### src/rtl/tmr2_regs.vh
/*
   Register offsets, field positions, reset values and divider counts
   for the second timer control block.
   Assumes byte addresses on an 8-bit address port, 32-bit data.
*/
`ifndef TMR2_REGS_VH
`define TMR2_REGS_VH

`define TMR2_ADDR_CTRL 8'hC8
`define TMR2_ADDR_STAT 8'hCC
`define TMR2_ADDR_MASK 8'hD0
`define TMR2_ADDR_MODE 8'hD4
`define TMR2_ADDR_COUNT 8'hD8
`define TMR2_ADDR_RELOAD 8'hDC

`define TMR2_CTRL_RST 8'h00
`define TMR2_MODE_RST 3'h0
`define TMR2_IRQ_RST 2'h0
`define TMR2_WORD_RST 16'h0000

`define TMR2_B_OVF 7
`define TMR2_B_EXT 6
`define TMR2_B_RXSEL 5
`define TMR2_B_TXSEL 4
`define TMR2_B_TRIGEN 3
`define TMR2_B_RUN 2
`define TMR2_B_SRC 1
`define TMR2_B_CAP 0

`define TMR2_M_UPDN 0
`define TMR2_M_SIX 1
`define TMR2_M_INTEN 2

`define TMR2_S_OVF 0
`define TMR2_S_EXT 1

`define TMR2_DIV6_LAST 4'h5
`define TMR2_DIV12_LAST 4'hB
`define TMR2_COUNT_MAX 16'hFFFF

`endif

### src/rtl/tmr2_ctrl.v
/*
   Second timer control, counter, capture/reload, baud clock selection
   and interrupt logic, with a simple register port.
   Assumes a single 250 MHz core clock; the event and trigger pins are
   asynchronous; the other timer's overflow pulse is on the core clock.
*/
// Implementation choice: the plain strobed port.
`timescale 1ns/100ps
`default_nettype none
`include "tmr2_regs.vh"

module tmr2_ctrl
#(
   parameter CW = 16
)
(
   input wire CLK_SYS,
   input wire RSTN,
   input wire [7:0] ADDR,
   input wire [31:0] WDATA,
   input wire WR,
   input wire RD,
   output reg [31:0] RDATA,
   input wire EVENT_IN,
   input wire TRIGGER_IN,
   input wire T1_OVF,
   output reg RX_BAUD_TICK,
   output reg TX_BAUD_TICK,
   output reg TIMER_IRQ,
   output reg IRQ
);

   ////////////////////////////////////////////////////////////////////////
   // Declarations

   reg [7:0] ctrl_q;
   reg [7:0] ctrl_d;
   reg [2:0] mode_q;
   reg [1:0] stat_q;
   reg [1:0] stat_d;
   reg [1:0] mask_q;
   reg [CW-1:0] count_q;
   reg [CW-1:0] count_d;
   reg [CW-1:0] reload_q;
   reg [CW-1:0] reload_d;
   reg [3:0] pre_q;
   wire [1:0] pin_fall;
   wire ev_fall;
   wire trig_fall;
   wire tick;
   wire step;
   wire ovf;
   wire baud;
   wire trig_act;
   wire do_cap;
   wire do_trig_reload;
   wire ext_set;
   wire ovf_set;
   wire wr_ctrl;
   wire rd_stat;
   wire wr_mask;
   wire wr_mode;
   wire wr_count;
   wire wr_reload;
   wire cap_mode;
   wire src_pulse;
   wire [3:0] pre_last;

   reg [31:0] rdata_d;
   reg rx_tick_d;
   reg tx_tick_d;
   reg timer_irq_d;
   reg irq_d;

   ////////////////////////////////////////////////////////////////////////
   // Pin synchronisers

   // Pin edges act three core cycles after the pin moves; each level
   // on either pin must last at least one cycle to be seen.
   tmr2_sync #(.WIDTH(2)) u_sync
   (
      .clk(CLK_SYS),
      .rst_n(RSTN),
      .din({TRIGGER_IN, EVENT_IN}),
      .fall(pin_fall)
   );

   assign ev_fall = pin_fall[0];
   assign trig_fall = pin_fall[1];

   ////////////////////////////////////////////////////////////////////////
   // Internal tick prescaler

   // Six-clock mode halves the divide; the prescaler restarts from zero
   // whenever it reaches its last count, so a mode change takes effect
   // within one tick period.
   assign pre_last = mode_q[`TMR2_M_SIX] ? `TMR2_DIV6_LAST
                                          : `TMR2_DIV12_LAST;

   always @(posedge CLK_SYS or negedge RSTN)
   begin
      if (!RSTN)
         pre_q <= 4'h0;
      else if (pre_q >= pre_last)
         pre_q <= 4'h0;
      else
         pre_q <= pre_q + 4'h1;
   end

   // The prescaler runs even while the timer is stopped, so the first
   // tick after a start may come early by up to one tick period.
   assign tick = (pre_q >= pre_last);

   ////////////////////////////////////////////////////////////////////////
   // Counting, overflow, capture and reload

   assign src_pulse = ctrl_q[`TMR2_B_SRC] ? ev_fall : tick;
   assign step = ctrl_q[`TMR2_B_RUN] & src_pulse;
   assign ovf = step & (count_q == `TMR2_COUNT_MAX);
   assign baud = ctrl_q[`TMR2_B_RXSEL] | ctrl_q[`TMR2_B_TXSEL];
   // In baud mode the trigger neither captures nor reloads.
   assign trig_act = trig_fall & ctrl_q[`TMR2_B_TRIGEN] & ~baud;
   assign do_cap = trig_act & ctrl_q[`TMR2_B_CAP];
   assign do_trig_reload = trig_act & ~ctrl_q[`TMR2_B_CAP];
   assign ext_set = do_cap | do_trig_reload;
   assign ovf_set = ovf & ~baud;

   assign wr_ctrl = WR & (ADDR == `TMR2_ADDR_CTRL);
   assign rd_stat = RD & (ADDR == `TMR2_ADDR_STAT);
   assign wr_mask = WR & (ADDR == `TMR2_ADDR_MASK);
   assign wr_mode = WR & (ADDR == `TMR2_ADDR_MODE);
   assign wr_count = WR & (ADDR == `TMR2_ADDR_COUNT);
   assign wr_reload = WR & (ADDR == `TMR2_ADDR_RELOAD);

   // Baud mode forces reload on overflow whatever the capture select says.
   assign cap_mode = ctrl_q[`TMR2_B_CAP] & ~baud;

   always @*
   begin
      count_d = count_q;
      // A preset from software wins over a coincident tick or overflow,
      // but a trigger reload in the same cycle overrides it.
      if (wr_count)
         count_d = WDATA[CW-1:0];
      else if (ovf)
      begin
         // Capture mode lets the count roll over to zero.
         if (cap_mode)
            count_d = {CW{1'b0}};
         else
            count_d = reload_q;
      end
      else if (step)
         count_d = count_q + {{(CW-1){1'b0}}, 1'b1};
      if (do_trig_reload)
         count_d = reload_q;
   end

   always @*
   begin
      reload_d = reload_q;
      if (wr_reload)
         reload_d = WDATA[CW-1:0];
      // A capture wins over a software write in the same cycle.
      if (do_cap)
         reload_d = count_q;
   end

   always @(posedge CLK_SYS or negedge RSTN)
   begin
      if (!RSTN)
         count_q <= `TMR2_WORD_RST;
      else
         count_q <= count_d;
   end

   always @(posedge CLK_SYS or negedge RSTN)
   begin
      if (!RSTN)
         reload_q <= `TMR2_WORD_RST;
      else
         reload_q <= reload_d;
   end

   ////////////////////////////////////////////////////////////////////////
   // Control register

   // Software may write both flags; a hardware set in the same cycle
   // wins, so no event is lost to a clearing write.
   always @*
   begin
      ctrl_d = ctrl_q;
      if (wr_ctrl)
         ctrl_d = WDATA[7:0];
      if (ovf_set)
         ctrl_d[`TMR2_B_OVF] = 1'b1;
      if (ext_set)
         ctrl_d[`TMR2_B_EXT] = 1'b1;
   end

   always @(posedge CLK_SYS or negedge RSTN)
   begin
      if (!RSTN)
         ctrl_q <= `TMR2_CTRL_RST;
      else
         ctrl_q <= ctrl_d;
   end

   ////////////////////////////////////////////////////////////////////////
   // Mode and mask registers

   always @(posedge CLK_SYS or negedge RSTN)
   begin
      if (!RSTN)
         mode_q <= `TMR2_MODE_RST;
      else if (wr_mode)
         mode_q <= WDATA[2:0];
   end

   // Mask and status share one layout, so bit n of each goes together.
   always @(posedge CLK_SYS or negedge RSTN)
   begin
      if (!RSTN)
         mask_q <= `TMR2_IRQ_RST;
      else if (wr_mask)
         mask_q <= WDATA[1:0];
   end

   ////////////////////////////////////////////////////////////////////////
   // Sticky event status, cleared by reading it

   always @*
   begin
      stat_d = stat_q;
      // An event in the cycle of the clearing read still lands, so it
      // is reported by the next read instead of being lost.
      if (rd_stat)
         stat_d = 2'h0;
      if (ovf)
         stat_d[`TMR2_S_OVF] = 1'b1;
      if (ext_set)
         stat_d[`TMR2_S_EXT] = 1'b1;
   end

   always @(posedge CLK_SYS or negedge RSTN)
   begin
      if (!RSTN)
         stat_q <= `TMR2_IRQ_RST;
      else
         stat_q <= stat_d;
   end

   ////////////////////////////////////////////////////////////////////////
   // Register read port

   always @*
   begin
      // Idle cycles read as zero, so several slaves may share an OR-ed
      // read bus without any select on the return path.
      rdata_d = 32'h0000_0000;
      if (RD)
      begin
         case (ADDR)
            `TMR2_ADDR_CTRL:
               rdata_d[7:0] = ctrl_q;
            `TMR2_ADDR_STAT:
               rdata_d[1:0] = stat_q;
            `TMR2_ADDR_MASK:
               rdata_d[1:0] = mask_q;
            `TMR2_ADDR_MODE:
               rdata_d[2:0] = mode_q;
            `TMR2_ADDR_COUNT:
               rdata_d[CW-1:0] = count_q;
            `TMR2_ADDR_RELOAD:
               rdata_d[CW-1:0] = reload_q;
            default:
               rdata_d = 32'h0000_0000;
         endcase
      end
   end

   always @(posedge CLK_SYS or negedge RSTN)
   begin
      if (!RSTN)
         RDATA <= 32'h0000_0000;
      else
         RDATA <= rdata_d;
   end

   ////////////////////////////////////////////////////////////////////////
   // Baud clocks and interrupt outputs

   // The overflow pulse still reaches the serial port in baud mode even
   // though the overflow flag stays clear there.
   always @*
   begin
      rx_tick_d = T1_OVF;
      if (ctrl_q[`TMR2_B_RXSEL])
         rx_tick_d = ovf;
      tx_tick_d = T1_OVF;
      if (ctrl_q[`TMR2_B_TXSEL])
         tx_tick_d = ovf;
      // Levels follow next-state flags so each output flop lines up with
      // the flag or status bit that drives it.
      timer_irq_d = ctrl_d[`TMR2_B_OVF];
      if (ctrl_d[`TMR2_B_EXT] && !mode_q[`TMR2_M_UPDN])
         timer_irq_d = 1'b1;
      if (!mode_q[`TMR2_M_INTEN])
         timer_irq_d = 1'b0;
      irq_d = |(stat_d & mask_q);
   end

   // Every output comes straight from its own flop, low during reset.
   always @(posedge CLK_SYS or negedge RSTN)
   begin
      if (!RSTN)
         RX_BAUD_TICK <= 1'b0;
      else
         RX_BAUD_TICK <= rx_tick_d;
   end

   always @(posedge CLK_SYS or negedge RSTN)
   begin
      if (!RSTN)
         TX_BAUD_TICK <= 1'b0;
      else
         TX_BAUD_TICK <= tx_tick_d;
   end

   always @(posedge CLK_SYS or negedge RSTN)
   begin
      if (!RSTN)
         TIMER_IRQ <= 1'b0;
      else
         TIMER_IRQ <= timer_irq_d;
   end

   always @(posedge CLK_SYS or negedge RSTN)
   begin
      if (!RSTN)
         IRQ <= 1'b0;
      else
         IRQ <= irq_d;
   end

endmodule // tmr2_ctrl

`default_nettype wire

### src/rtl/tmr2_sync.v
/*
   Two-flop synchroniser with falling edge detect, one lane per bit.
   Assumes inputs are asynchronous pins and one core clock.
*/
`timescale 1ns/100ps
`default_nettype none

module tmr2_sync
#(
   parameter WIDTH = 2
)
(
   input wire clk,
   input wire rst_n,
   input wire [WIDTH-1:0] din,
   output wire [WIDTH-1:0] fall
);

   genvar i;

   generate
      for (i = 0; i < WIDTH; i = i + 1)
      begin : g_lane
         reg meta_q;
         reg sync_q;
         reg last_q;
         // The first stage feeds only the second one.
         always @(posedge clk or negedge rst_n)
         begin
            if (!rst_n)
            begin
               meta_q <= 1'b1;
               sync_q <= 1'b1;
               last_q <= 1'b1;
            end
            else
            begin
               meta_q <= din[i];
               sync_q <= meta_q;
               last_q <= sync_q;
            end
         end
         assign fall[i] = last_q & ~sync_q;
      end
   endgenerate

endmodule // tmr2_sync

`default_nettype wire

### config.mk
export PLATFORM = sky130hd
export DESIGN_NAME = tmr2_ctrl
export DESIGN_NICKNAME = d
export VERILOG_FILES = /design/src/rtl/tmr2_ctrl.v /design/src/rtl/tmr2_sync.v
export VERILOG_INCLUDE_DIRS = /design/src /design/src/rtl
export SDC_FILE = /design/constraint.sdc
export NUM_CORES = 1
export LEC_CHECK = 0
export BUFFER_PORTS_ARGS = -buffer_cell sky130_fd_sc_hd__buf_2
export CAP_MARGIN = 20
export CORE_MARGIN = 1
export CORE_UTILIZATION = 55
export CTS_CLUSTER_DIAMETER = 30
export DETAILED_ROUTE_END_ITERATION = 8
export PLACE_DENSITY_LB_ADDON = 0.3
export SKIP_LAST_GASP = 1
export SLEW_MARGIN = 15
export SYNTH_ARGS = -nofsm -noshare
export SYNTH_HDL_FRONTEND = slang
export SYNTH_SLANG_ARGS = --single-unit
### constraint.sdc
create_clock -name CLK_SYS -period 2.86 [get_ports CLK_SYS]
set_clock_uncertainty 0.2 [all_clocks]
set_input_delay 0.286 -clock CLK_SYS [delete_from_list [all_inputs] [get_ports CLK_SYS]]
set_output_delay 0.286 -clock CLK_SYS [all_outputs]
set_load 0.05 [all_outputs]
Word level (Yosys, flattened, before mapping)
Cells that the tools add are included.
{"block": "word_totals", "out_inout_bits": 36, "register_bits": 93, "wordCells": 82, "in_bits": 47}
{"block": "classes", "n_mux": 25, "magnitude_cmp": 1, "bitwise_logic": 23, "eq_ne": 7, "n_reduce_logical": 5, "n_addsub": 2}
{"cell": "two-way mux 16 bit", "n": 8}
{"cell": "equality test 8 bit (second input constant)", "n": 6}
{"cell": "adder 16 x 1 -> 16 bit (second input constant)", "n": 1}
{"cell": "bitwise AND 1 bit", "n": 16}
{"cell": "equality test 16 bit (second input constant)", "n": 1}
{"cell": "one-hot mux 8 bit (2 select lines)", "n": 1}
{"cell": "one-hot mux 5 bit (3 select lines)", "n": 1}
{"cell": "one-hot mux 2 bit (6 select lines)", "n": 1}
{"cell": "two-way mux 1 bit", "n": 9}
{"cell": "two-way mux 4 bit", "n": 2}
{"cell": "two-way mux 8 bit", "n": 1}
{"cell": "adder 4 x 1 -> 4 bit (second input constant)", "n": 1}
{"cell": "greater-or-equal comparator 4 bit", "n": 1}
{"cell": "NOT 1 bit", "n": 4}
{"cell": "one-hot mux 1 bit (4 select lines)", "n": 1}
{"cell": "nonzero test 4 bit", "n": 1}
{"cell": "bitwise AND 2 bit", "n": 1}
{"cell": "two-way mux 2 bit", "n": 1}
{"cell": "bitwise OR 1 bit", "n": 2}
{"cell": "nonzero test 2 bit", "n": 1}
{"cell": "OR reduction 2 bit", "n": 1}
{"cell": "logical AND 1 bit", "n": 1}
{"cell": "zero test 1 bit", "n": 1}

Logic depth before layout (Yosys ltp)
Gate-level depths: netlist (run 1).
{"block": "logic_depth", "ltp_word": 10, "depth_mapped": 9, "mapped_depth_nobuf": 8}

Hierarchy
Synthesis (run 1) repeated with hierarchy kept, for this count alone.
{"block": "unflattened", "cells_unflattened": 438, "hier_area_um2": 4335.4}
{"module": "tmr2_ctrl", "n_inst": 1, "cells_per_inst": 430, "seq_area_each_um2": 1776.7, "area_per_inst_um2": 4150.2}
{"module": "tmr2_sync", "n_inst": 1, "cells_per_inst": 8, "seq_area_each_um2": 157.7, "area_per_inst_um2": 185.2}

Worst setup path after synthesis (run 1)
No wires, ideal clock.
{"block": "synth_path", "kind": "register to register", "startpoint": "register mode_q[1]", "endpoint": "register count_q[5]", "required_time_ns": 2.536, "slack_ns": 0.560, "arrival_time_ns": 1.976, "path_stages_with_launch": 9, "path_cell_list": "dfrtp_1 > ha_1 > a211oi_1 > o21bai_1 > o211a_1 > and2_4 > buf_6 > and3_1 > o31a_1"}
{"block": "synth_via", "elab_chain_len": 8, "word_cells_on_any_way": 9, "classes_between": "order compare: 1; mux: 5; bitwise: 2; reduce/logical: 1"}
{"element": "from (decl)", "line": "tmr2_ctrl.v:38", "text": "reg [2:0] mode_q;"}
{"element": "from (signal assigned)", "line": "tmr2_ctrl.v:215", "text": "mode_q <= `TMR2_MODE_RST;"}
{"element": "from (signal assigned)", "line": "tmr2_ctrl.v:217", "text": "mode_q <= WDATA[2:0];"}
{"element": "two-way mux 4 bit (no line) *"}
{"element": "greater-or-equal comparator 4 bit *", "line": "tmr2_ctrl.v:112", "text": "assign tick = (pre_q >= pre_last);"}
{"element": "two-way mux 1 bit *", "line": "tmr2_ctrl.v:117", "text": "assign src_pulse = ctrl_q[`TMR2_B_SRC] ? ev_fall : tick;"}
{"element": "bitwise AND 1 bit *", "line": "tmr2_ctrl.v:118", "text": "assign step = ctrl_q[`TMR2_B_RUN] & src_pulse;"}
{"element": "bitwise AND 1 bit", "line": "tmr2_ctrl.v:119", "text": "assign ovf = step & (count_q == `TMR2_COUNT_MAX);"}
{"element": "two-way mux 16 bit", "line": "tmr2_ctrl.v:145", "text": "else if (ovf)"}
{"element": "two-way mux 16 bit", "line": "tmr2_ctrl.v:143", "text": "if (wr_count)"}
{"element": "two-way mux 16 bit", "line": "tmr2_ctrl.v:155", "text": "if (do_trig_reload)"}
{"element": "to (signal assigned)", "line": "tmr2_ctrl.v:172", "text": "count_q <= `TMR2_WORD_RST;"}
{"element": "to (signal assigned)", "line": "tmr2_ctrl.v:174", "text": "count_q <= count_d;"}
{"element": "to (decl)", "line": "tmr2_ctrl.v:42", "text": "reg [CW-1:0] count_q;"}
Mark *: on every way between the ends. The rest lies on a longest branch, timed or not.
A chain may end at the register's enable or synchronous reset.

Final worst setup path (run 1)
{"block": "layout_path", "startpoint": "register mode_q[1]", "endpoint": "register TIMER_IRQ"}
{"block": "layout_via", "elab_chain_len": 9}
{"element": "two-way mux 4 bit (no line)"}
{"element": "greater-or-equal comparator 4 bit", "line": "tmr2_ctrl.v:112"}
{"element": "two-way mux 1 bit", "line": "tmr2_ctrl.v:117"}
{"element": "bitwise AND 1 bit", "line": "tmr2_ctrl.v:118"}
{"element": "bitwise AND 1 bit", "line": "tmr2_ctrl.v:119"}
{"element": "bitwise AND 1 bit", "line": "tmr2_ctrl.v:126", "text": "assign ovf_set = ovf & ~baud;"}
{"element": "two-way mux 1 bit", "line": "tmr2_ctrl.v:195", "text": "if (ovf_set)"}
{"element": "net ctrl_d[7]", "line": "tmr2_ctrl.v:37", "text": "reg [7:0] ctrl_d;"}
{"element": "two-way mux 1 bit", "line": "tmr2_ctrl.v:306", "text": "if (ctrl_d[`TMR2_B_EXT] && !mode_q[`TMR2_M_UPDN])"}
{"element": "two-way mux 1 bit", "line": "tmr2_ctrl.v:308", "text": "if (!mode_q[`TMR2_M_INTEN])"}
{"element": "net timer_irq_d", "line": "tmr2_ctrl.v:72", "text": "reg timer_irq_d;"}
{"element": "to (signal assigned)", "line": "tmr2_ctrl.v:335", "text": "TIMER_IRQ <= timer_irq_d;"}
{"element": "to (decl)", "line": "tmr2_ctrl.v:29", "text": "output reg TIMER_IRQ,"}
The timed path passes the listed nets, and every way through them passes these cells.

==> reports/qor.yml, run 1 <==
seq_area_frac_synth_pct: 46.0
cts_tree: "built"
hold_viol_final: 0
wl_per_cell_um: 17.8
dieArea_mm2: 0.00800
dr.pass1.iters: 6
io_buffers: 50
slew_viol_final: 0
final_common_cell: "dfrtp_1"
grt_max_degree: 78
fin_cells: 579
grt_pass1_wl_mm: 16.4
areaGrowthSynthToFinish_pct: 13.2
synth_warnings: 0
die_x_um: 89.5
ant_nets: 0
cp.required_ps: 2910
worstSetupEndpointType: "flip-flop"
cts.clk_slew.worst_paths_ps: 80
synth_cell_types: 56
status: "finished, final reports clean"
htreeDepth: 3
slew_headroom_pct: 36.0
hpwl_mm: 6.99
leakage_nw: 2.30
die_height_um: 89.5
synth_ff_type: "dfrtp_1"
syn_avg_cell_area_um2: 9.95
clock_latency_ps: 360
crit_path_start_kind: "flip-flop"
setup_violations: 0
hold_class: "input port to flip-flop"
max-clock-path-buffers: 2
drc: 0
drt_wl_total_mm: 10.3
drv_cap: 0
async_reset_ff_share_pct: 100
fmax_mhz: 372
rsz0062_at_grt: "false"
ys_seq_elements: 77
rows: 31
gp_congestion: 0.897
worst_pin_slew_ps: 960
drive_above_1_share_pct: 21.9
cts_root_buf: "clkbuf_8"
layout_min_cycle_time_ps: 2690
finalNetCount: 528
power.density_mw_per_mm2: 639
postCtsSetupBuffers: 0
synth_edf_count: 0
path_max_fanout: 11
numCtsBuffers: 9
setup-tns-final_ps: 0
drt-vias-per-instance: 6.18
grt_antenna_before_repair: 0
dpl.cell_count: 558
via_count: 3579
grt_remaining_overflow: 0
syn_inst: 423
floorplan.initialDensity_pct: 57.4
crit_type: "flip-flop to flip-flop"
ir_drop_mv: 0.335
grtUsageTotal_pct: 27.7
grt_pass1_vias: 3290
final_cell_mix: "dfrtp_1 (71), buf_2 (49), nor2_1 (40), a21oi_1 (36), nand2_1 (27)"
core_area_mm2: 0.00733
antennaDiodeCount: 0
pin_count: 83
min_period_over_period_pct: 93.9
syn_area_mm2: 0.00421
drt-initial-drc-count: 448
cts.sinks: 77
worstPathArrival_ps: 2740
## state kept, by name, indices dropped and copies added (netlist names)
| register | flops |
|---|---|
| TX_BAUD_TICK | 1 |
| u_sync.g_lane.last_q | 2 |
| mask_q | 2 |
| u_sync.g_lane.meta_q | 2 |
| pre_q | 4 |
| count_q | 16 |
| mode_q | 3 |
| ctrl_q | 8 |
| TIMER_IRQ | 1 |
| reload_q | 16 |
| u_sync.g_lane.sync_q | 2 |
| stat_q | 2 |
| RDATA | 16 |
| IRQ | 1 |
| RX_BAUD_TICK | 1 |
## critical path, cell delays in order, from the launching register on
cell,delay [ps]
dfrtp_1,440
ha_1,330
a211oi_1,250
o21bai_1,220
o211a_1,350
and2_4,230
a221o_1,350
o21a_1,200
## through the flow
stage	worst slack [ps]	util [%]	hold slack (ps)	total power, mW	instance area (um2)
2_1_floorplan	560	-	-210	1.92	4260
3_3_place_gp	340	61.0	146	2.05	4470
3_5_place_dp	236	61.0	151	2.09	4470
4_1_cts	213	64.9	1.83	3.04	4750
5_1_grt	28.6	65.0	18.2	3.20	4760
6_report	175	65.0	1.14	3.05	4760
## final timing paths
path,from,slack (ps),depth (start not counted),endpoint
worst max-delay path,mode_q[1]$_DFFE_PN0P_,170,7,TIMER_IRQ$_DFF_PN0_
worst min-delay path,WDATA[4],1,2,ctrl_q[4]$_DFFE_PN0N_
worst max register to register,mode_q[1]$_DFFE_PN0P_,170,7,TIMER_IRQ$_DFF_PN0_
worst min register to register,u_sync.g_lane[0].meta_q$_DFF_PN1_,160,0,u_sync.g_lane[0].sync_q$_DFF_PN1_
max in group asynchronous,RSTN,1430,2,count_q[11]$_DFFE_PN0P_
min in group asynchronous,RSTN,410,2,RDATA[2]$_DFF_PN0_
## what timing repair did
action | 4_1_cts | 5_1_grt
resized for setup | 0 | 0
hold buffers | 5 | 1
hold endpoints to repair | 76 | 1
## report_power, final
group | total [mW] | switching (mW) | internal [mW]
Combinational | 0.629 | 0.334 | 0.296
Clock | 0.952 | 0.394 | 0.558
Sequential | 1.46 | 0.219 | 1.24
## synthesized netlist by cell type (all sizes together) (10+ instances only)
library cell	number	area (um2)
clkbuf	11	41.3
buf	28	203
o21ai	17	85.1
nor2	40	150
nor3	11	66.3
nor2b	12	75.1
a21oi	36	180
and3	10	67.6
mux2i	20	200
nand3	21	105
dfrtp	71	1780
nand2	28	113
mux2	15	169
## per-layer routing
layer / GRT usage (%) / up-vias / share of wire (%)
li1: - / 1615 / -
met1: 37.7 / 1751 / 43
met2: 42.9 / 187 / 47
met3: 6.83 / 26 / 8.5
met4: 10.7 / 0 / 1.9
met5: 0 / - / 0
## cells by family (layout without fill, tap and decap cells)
group | Yosys count | in the layout | synth area share [%]
multiplexers | 35 | 35 | 8.77
XOR/XNOR | 14 | 14 | 2.91
adder cells (fa/ha/maj) | 5 | 5 | 1.49
buffers and inverters | 44 | 86 | 6.24
AO/OA/AOI/OAI | 104 | 104 | 16.6
AND/OR/NAND/NOR | 143 | 143 | 17.9
flip-flops | 77 | 77 | 46.0
other | 1 | 16 | 0.0891
## area by class of cell
cell class,count,area (um2)
inverter,5,18.8
multi-input combinational,317,2070
clock inverter,3,67.6
sequential,77,1930
fill,592,2570
clock buffer,12,165
timing repair buffer,66,388
tap,99,124
Power figures use the tool's default switching activity.
==> run 2: changes to the inputs <==
--- a/config.mk
+++ b/config.mk
@@ -12,7 +12,7 @@
 export CORE_UTILIZATION = 55
 export CTS_CLUSTER_DIAMETER = 30
 export DETAILED_ROUTE_END_ITERATION = 8
-export PLACE_DENSITY_LB_ADDON = 0.3
+export PLACE_DENSITY = 0.78
 export SKIP_LAST_GASP = 1
 export SLEW_MARGIN = 15
 export SYNTH_ARGS = -nofsm -noshare
==> reports/qor.yml, run 2 (same netlist as run 1, synthesis figures left out) <==
status: "finished, final reports clean"  # unchanged
min_period_over_period_pct: 93.1  # was 93.9%
ir_drop_mv: 0.285  # was 0.335 mV
gp_congestion: 0.909  # was 0.897
slew_viol_final: 0  # unchanged
min_from: "T1_OVF"  # was WDATA[4]
drt_wl_total_mm: 10.4  # was 10.3 mm
max-clock-path-buffers: 2  # unchanged
rows: 31  # unchanged
final_cell_mix: "dfrtp_1 (71), buf_2 (49), nor2_1 (40), a21oi_1 (36), nand2_1 (27)"  # unchanged
areaGrowthSynthToFinish_pct: 11.6  # was 13.2%
min_to: "RX_BAUD_TICK$_DFF_PN0_"  # was ctrl_q[4]$_DFFE_PN0N_
path_max_fanout: 10  # was 11
hold_class: "input port to flip-flop"  # unchanged
dieArea_mm2: 0.00800  # unchanged
cp_slowest_cell: "a2111oi_0"  # was dfrtp_1
crit_top_cell: "and2_1"
die_height_um: 89.5  # unchanged
reg2regPathDepth: 7  # unchanged
r2r_slack_ps: 200  # was 170 ps
reg_top3: "RDATA: 16 flops, count_q: 16 flops, reload_q: 16 flops"  # unchanged
io_buffers: 50  # unchanged
drc: 0  # unchanged
pin_count: 83  # unchanged
leakage_nw: 2.27  # was 2.30 nW
slew_headroom_pct: 36.5  # was 36.0%
cts.clk_slew.worst_paths_ps: 80  # about the same
cp.required_ps: 2860  # was 2910 ps
rsz0062_at_grt: "false"  # unchanged
ant_nets: 0  # unchanged
drv_cap: 0  # unchanged
fmax_mhz: 376  # was 372 MHz
numCtsBuffers: 9  # unchanged
worstPathArrival_ps: 2660  # was 2740 ps
clock_latency_ps: 350  # was 360 ps
critPathMaxStageDelay_ps: 530  # was 440 ps
wl_per_cell_um: 18.0  # was 17.8 um
drt-initial-drc-count: 441  # was 448
grt_antenna_before_repair: 0  # unchanged
hpwl_mm: 6.96  # was 6.99 mm
setup_violations: 0  # unchanged
worst_pin_slew_ps: 952  # was 960 ps
cts_root_buf: "clkbuf_8"  # unchanged
finalNetCount: 525  # was 528
core_area_mm2: 0.00733  # unchanged
grt_pass1_wl_mm: 16.6  # was 16.4 mm
drt-vias-per-instance: 6.21  # was 6.18
grt_remaining_overflow: 0  # unchanged
dr.pass1.iters: 8  # was 6
hold_viol_final: 0  # unchanged
cts_tree: "built"  # unchanged
crit_chain: "ha_1 -> and2_1 -> and4b_1 -> and3_1 -> and2_1 -> a2111oi_0 -> a211oi_1"  # was ha_1 -> a211oi_1 -> o21bai_1 -> o211a_1 -> and2_4 -> a221o_1 -> o21a_1
antennaDiodeCount: 0  # unchanged
worstSetupEndpointType: "flip-flop"  # unchanged
grtUsageTotal_pct: 27.9  # was 27.7%
layout_min_cycle_time_ps: 2660  # was 2690 ps
cts.sinks: 77  # unchanged
final_common_cell: "dfrtp_1"  # unchanged
cts.repair.resized: 0  # unchanged
post-route-cell-area_mm2: 0.00470  # was 0.00476 mm2
htreeDepth: 3  # unchanged
floorplan.initialDensity_pct: 57.4  # unchanged
holdPathStages: 2  # unchanged
r2r-end: "count_q[2]$_DFFE_PN0P_"  # was TIMER_IRQ$_DFF_PN0_
crit_type: "flip-flop to flip-flop"  # unchanged
power.density_mw_per_mm2: 619  # was 639 mW/mm2
die_x_um: 89.5  # unchanged
dpl_cell_area_mm2: 0.00447  # unchanged
rr_startpoint: "count_q[0]$_DFFE_PN0P_"  # was mode_q[1]$_DFFE_PN0P_
grt_pass1_vias: 3282  # was 3290
crit_path_start_kind: "flip-flop"  # unchanged
via_count: 3584  # was 3579
setup-tns-final_ps: 0  # unchanged
drive_above_1_share_pct: 21.8  # was 21.9%
grt_max_degree: 78  # unchanged
-- run 2: cell count changes in the layout (fill, tap and decap cells not counted) --
cell / change
dlygate4sd3_1: -3
bufinv_16: -1
clkinvlp_4: +1
clkbuf_1: +2
clkbuf_8: -2
clkinv_2: +1
-- run 2: final cells by class --
type / count / area (um2)
timing repair buffer: 63 / 358
clock inverter: 4 / 50.0
multi-input combinational: 317 / 2070
sequential: 77 / 1930
clock buffer: 12 / 145
tap: 99 / 124
inverter: 5 / 18.8
fill: 599 / 2630
-- run 2: timing repair --
item                                   in CTS  in global routing
setup buffers                               0                  0
hold buffers                                3                  0
endpoints found under the hold margin      73                  0
-- run 2: worst max-delay path by stage --
stage | start | endpoint | cells after the start
global placement | mode_q[1]$_DFFE_PN0P_ | count_q[5]$_DFFE_PN0P_ | 8
global route | mode_q[1]$_DFFE_PN0P_ | count_q[5]$_DFFE_PN0P_ | 8
CTS | count_q[0]$_DFFE_PN0P_ | count_q[2]$_DFFE_PN0P_ | 7
detailed placement | mode_q[1]$_DFFE_PN0P_ | TIMER_IRQ$_DFF_PN0_ | 7
finish | count_q[0]$_DFFE_PN0P_ | count_q[2]$_DFFE_PN0P_ | 7
floorplan | mode_q[1]$_DFFE_PN0P_ | count_q[5]$_DFFE_PN0P_ | 8
-- run 2: metrics by stage --
stage                     total power [mW]  setup WS, ps  cells  util (%)  hold WS, ps
after floorplan                       1.92           560    438         -         -210
final                                 2.91           199    577      64.1         4.72
after CTS                             2.91           218    577      64.1         2.25
after global placement                2.04           333    558      61.0          146
after global routing                  3.07          74.9    577      64.1        0.208
after detailed placement              2.08           274    558      61.0          147
-- run 2: report_power, final --
part	internal [mW]	leakage [nW]	switching, mW
clock	0.426	0.0926	0.392
sequential	1.24	0.932	0.221
combinational	0.291	1.24	0.331
-- run 2: layer usage --
metal | vias up | track usage, % | part of all wire [%]
li1 | 1610 | - | -
met1 | 1737 | 38.6 | 42
met2 | 214 | 42.1 | 47
met3 | 23 | 5.91 | 8.6
met4 | 0 | 12.6 | 2.1
met5 | - | 0 | 0
-- run 2: critical path: cells and delay by family, from the launching register on --
| kind | cells | cell delay (ps) |
|---|---|---|
| AOI/OAI and AO/OA | 2 | 640 |
| adders and majority gates | 1 | 280 |
| DFF | 1 | 450 |
| and+or+nand+nor | 4 | 940 |
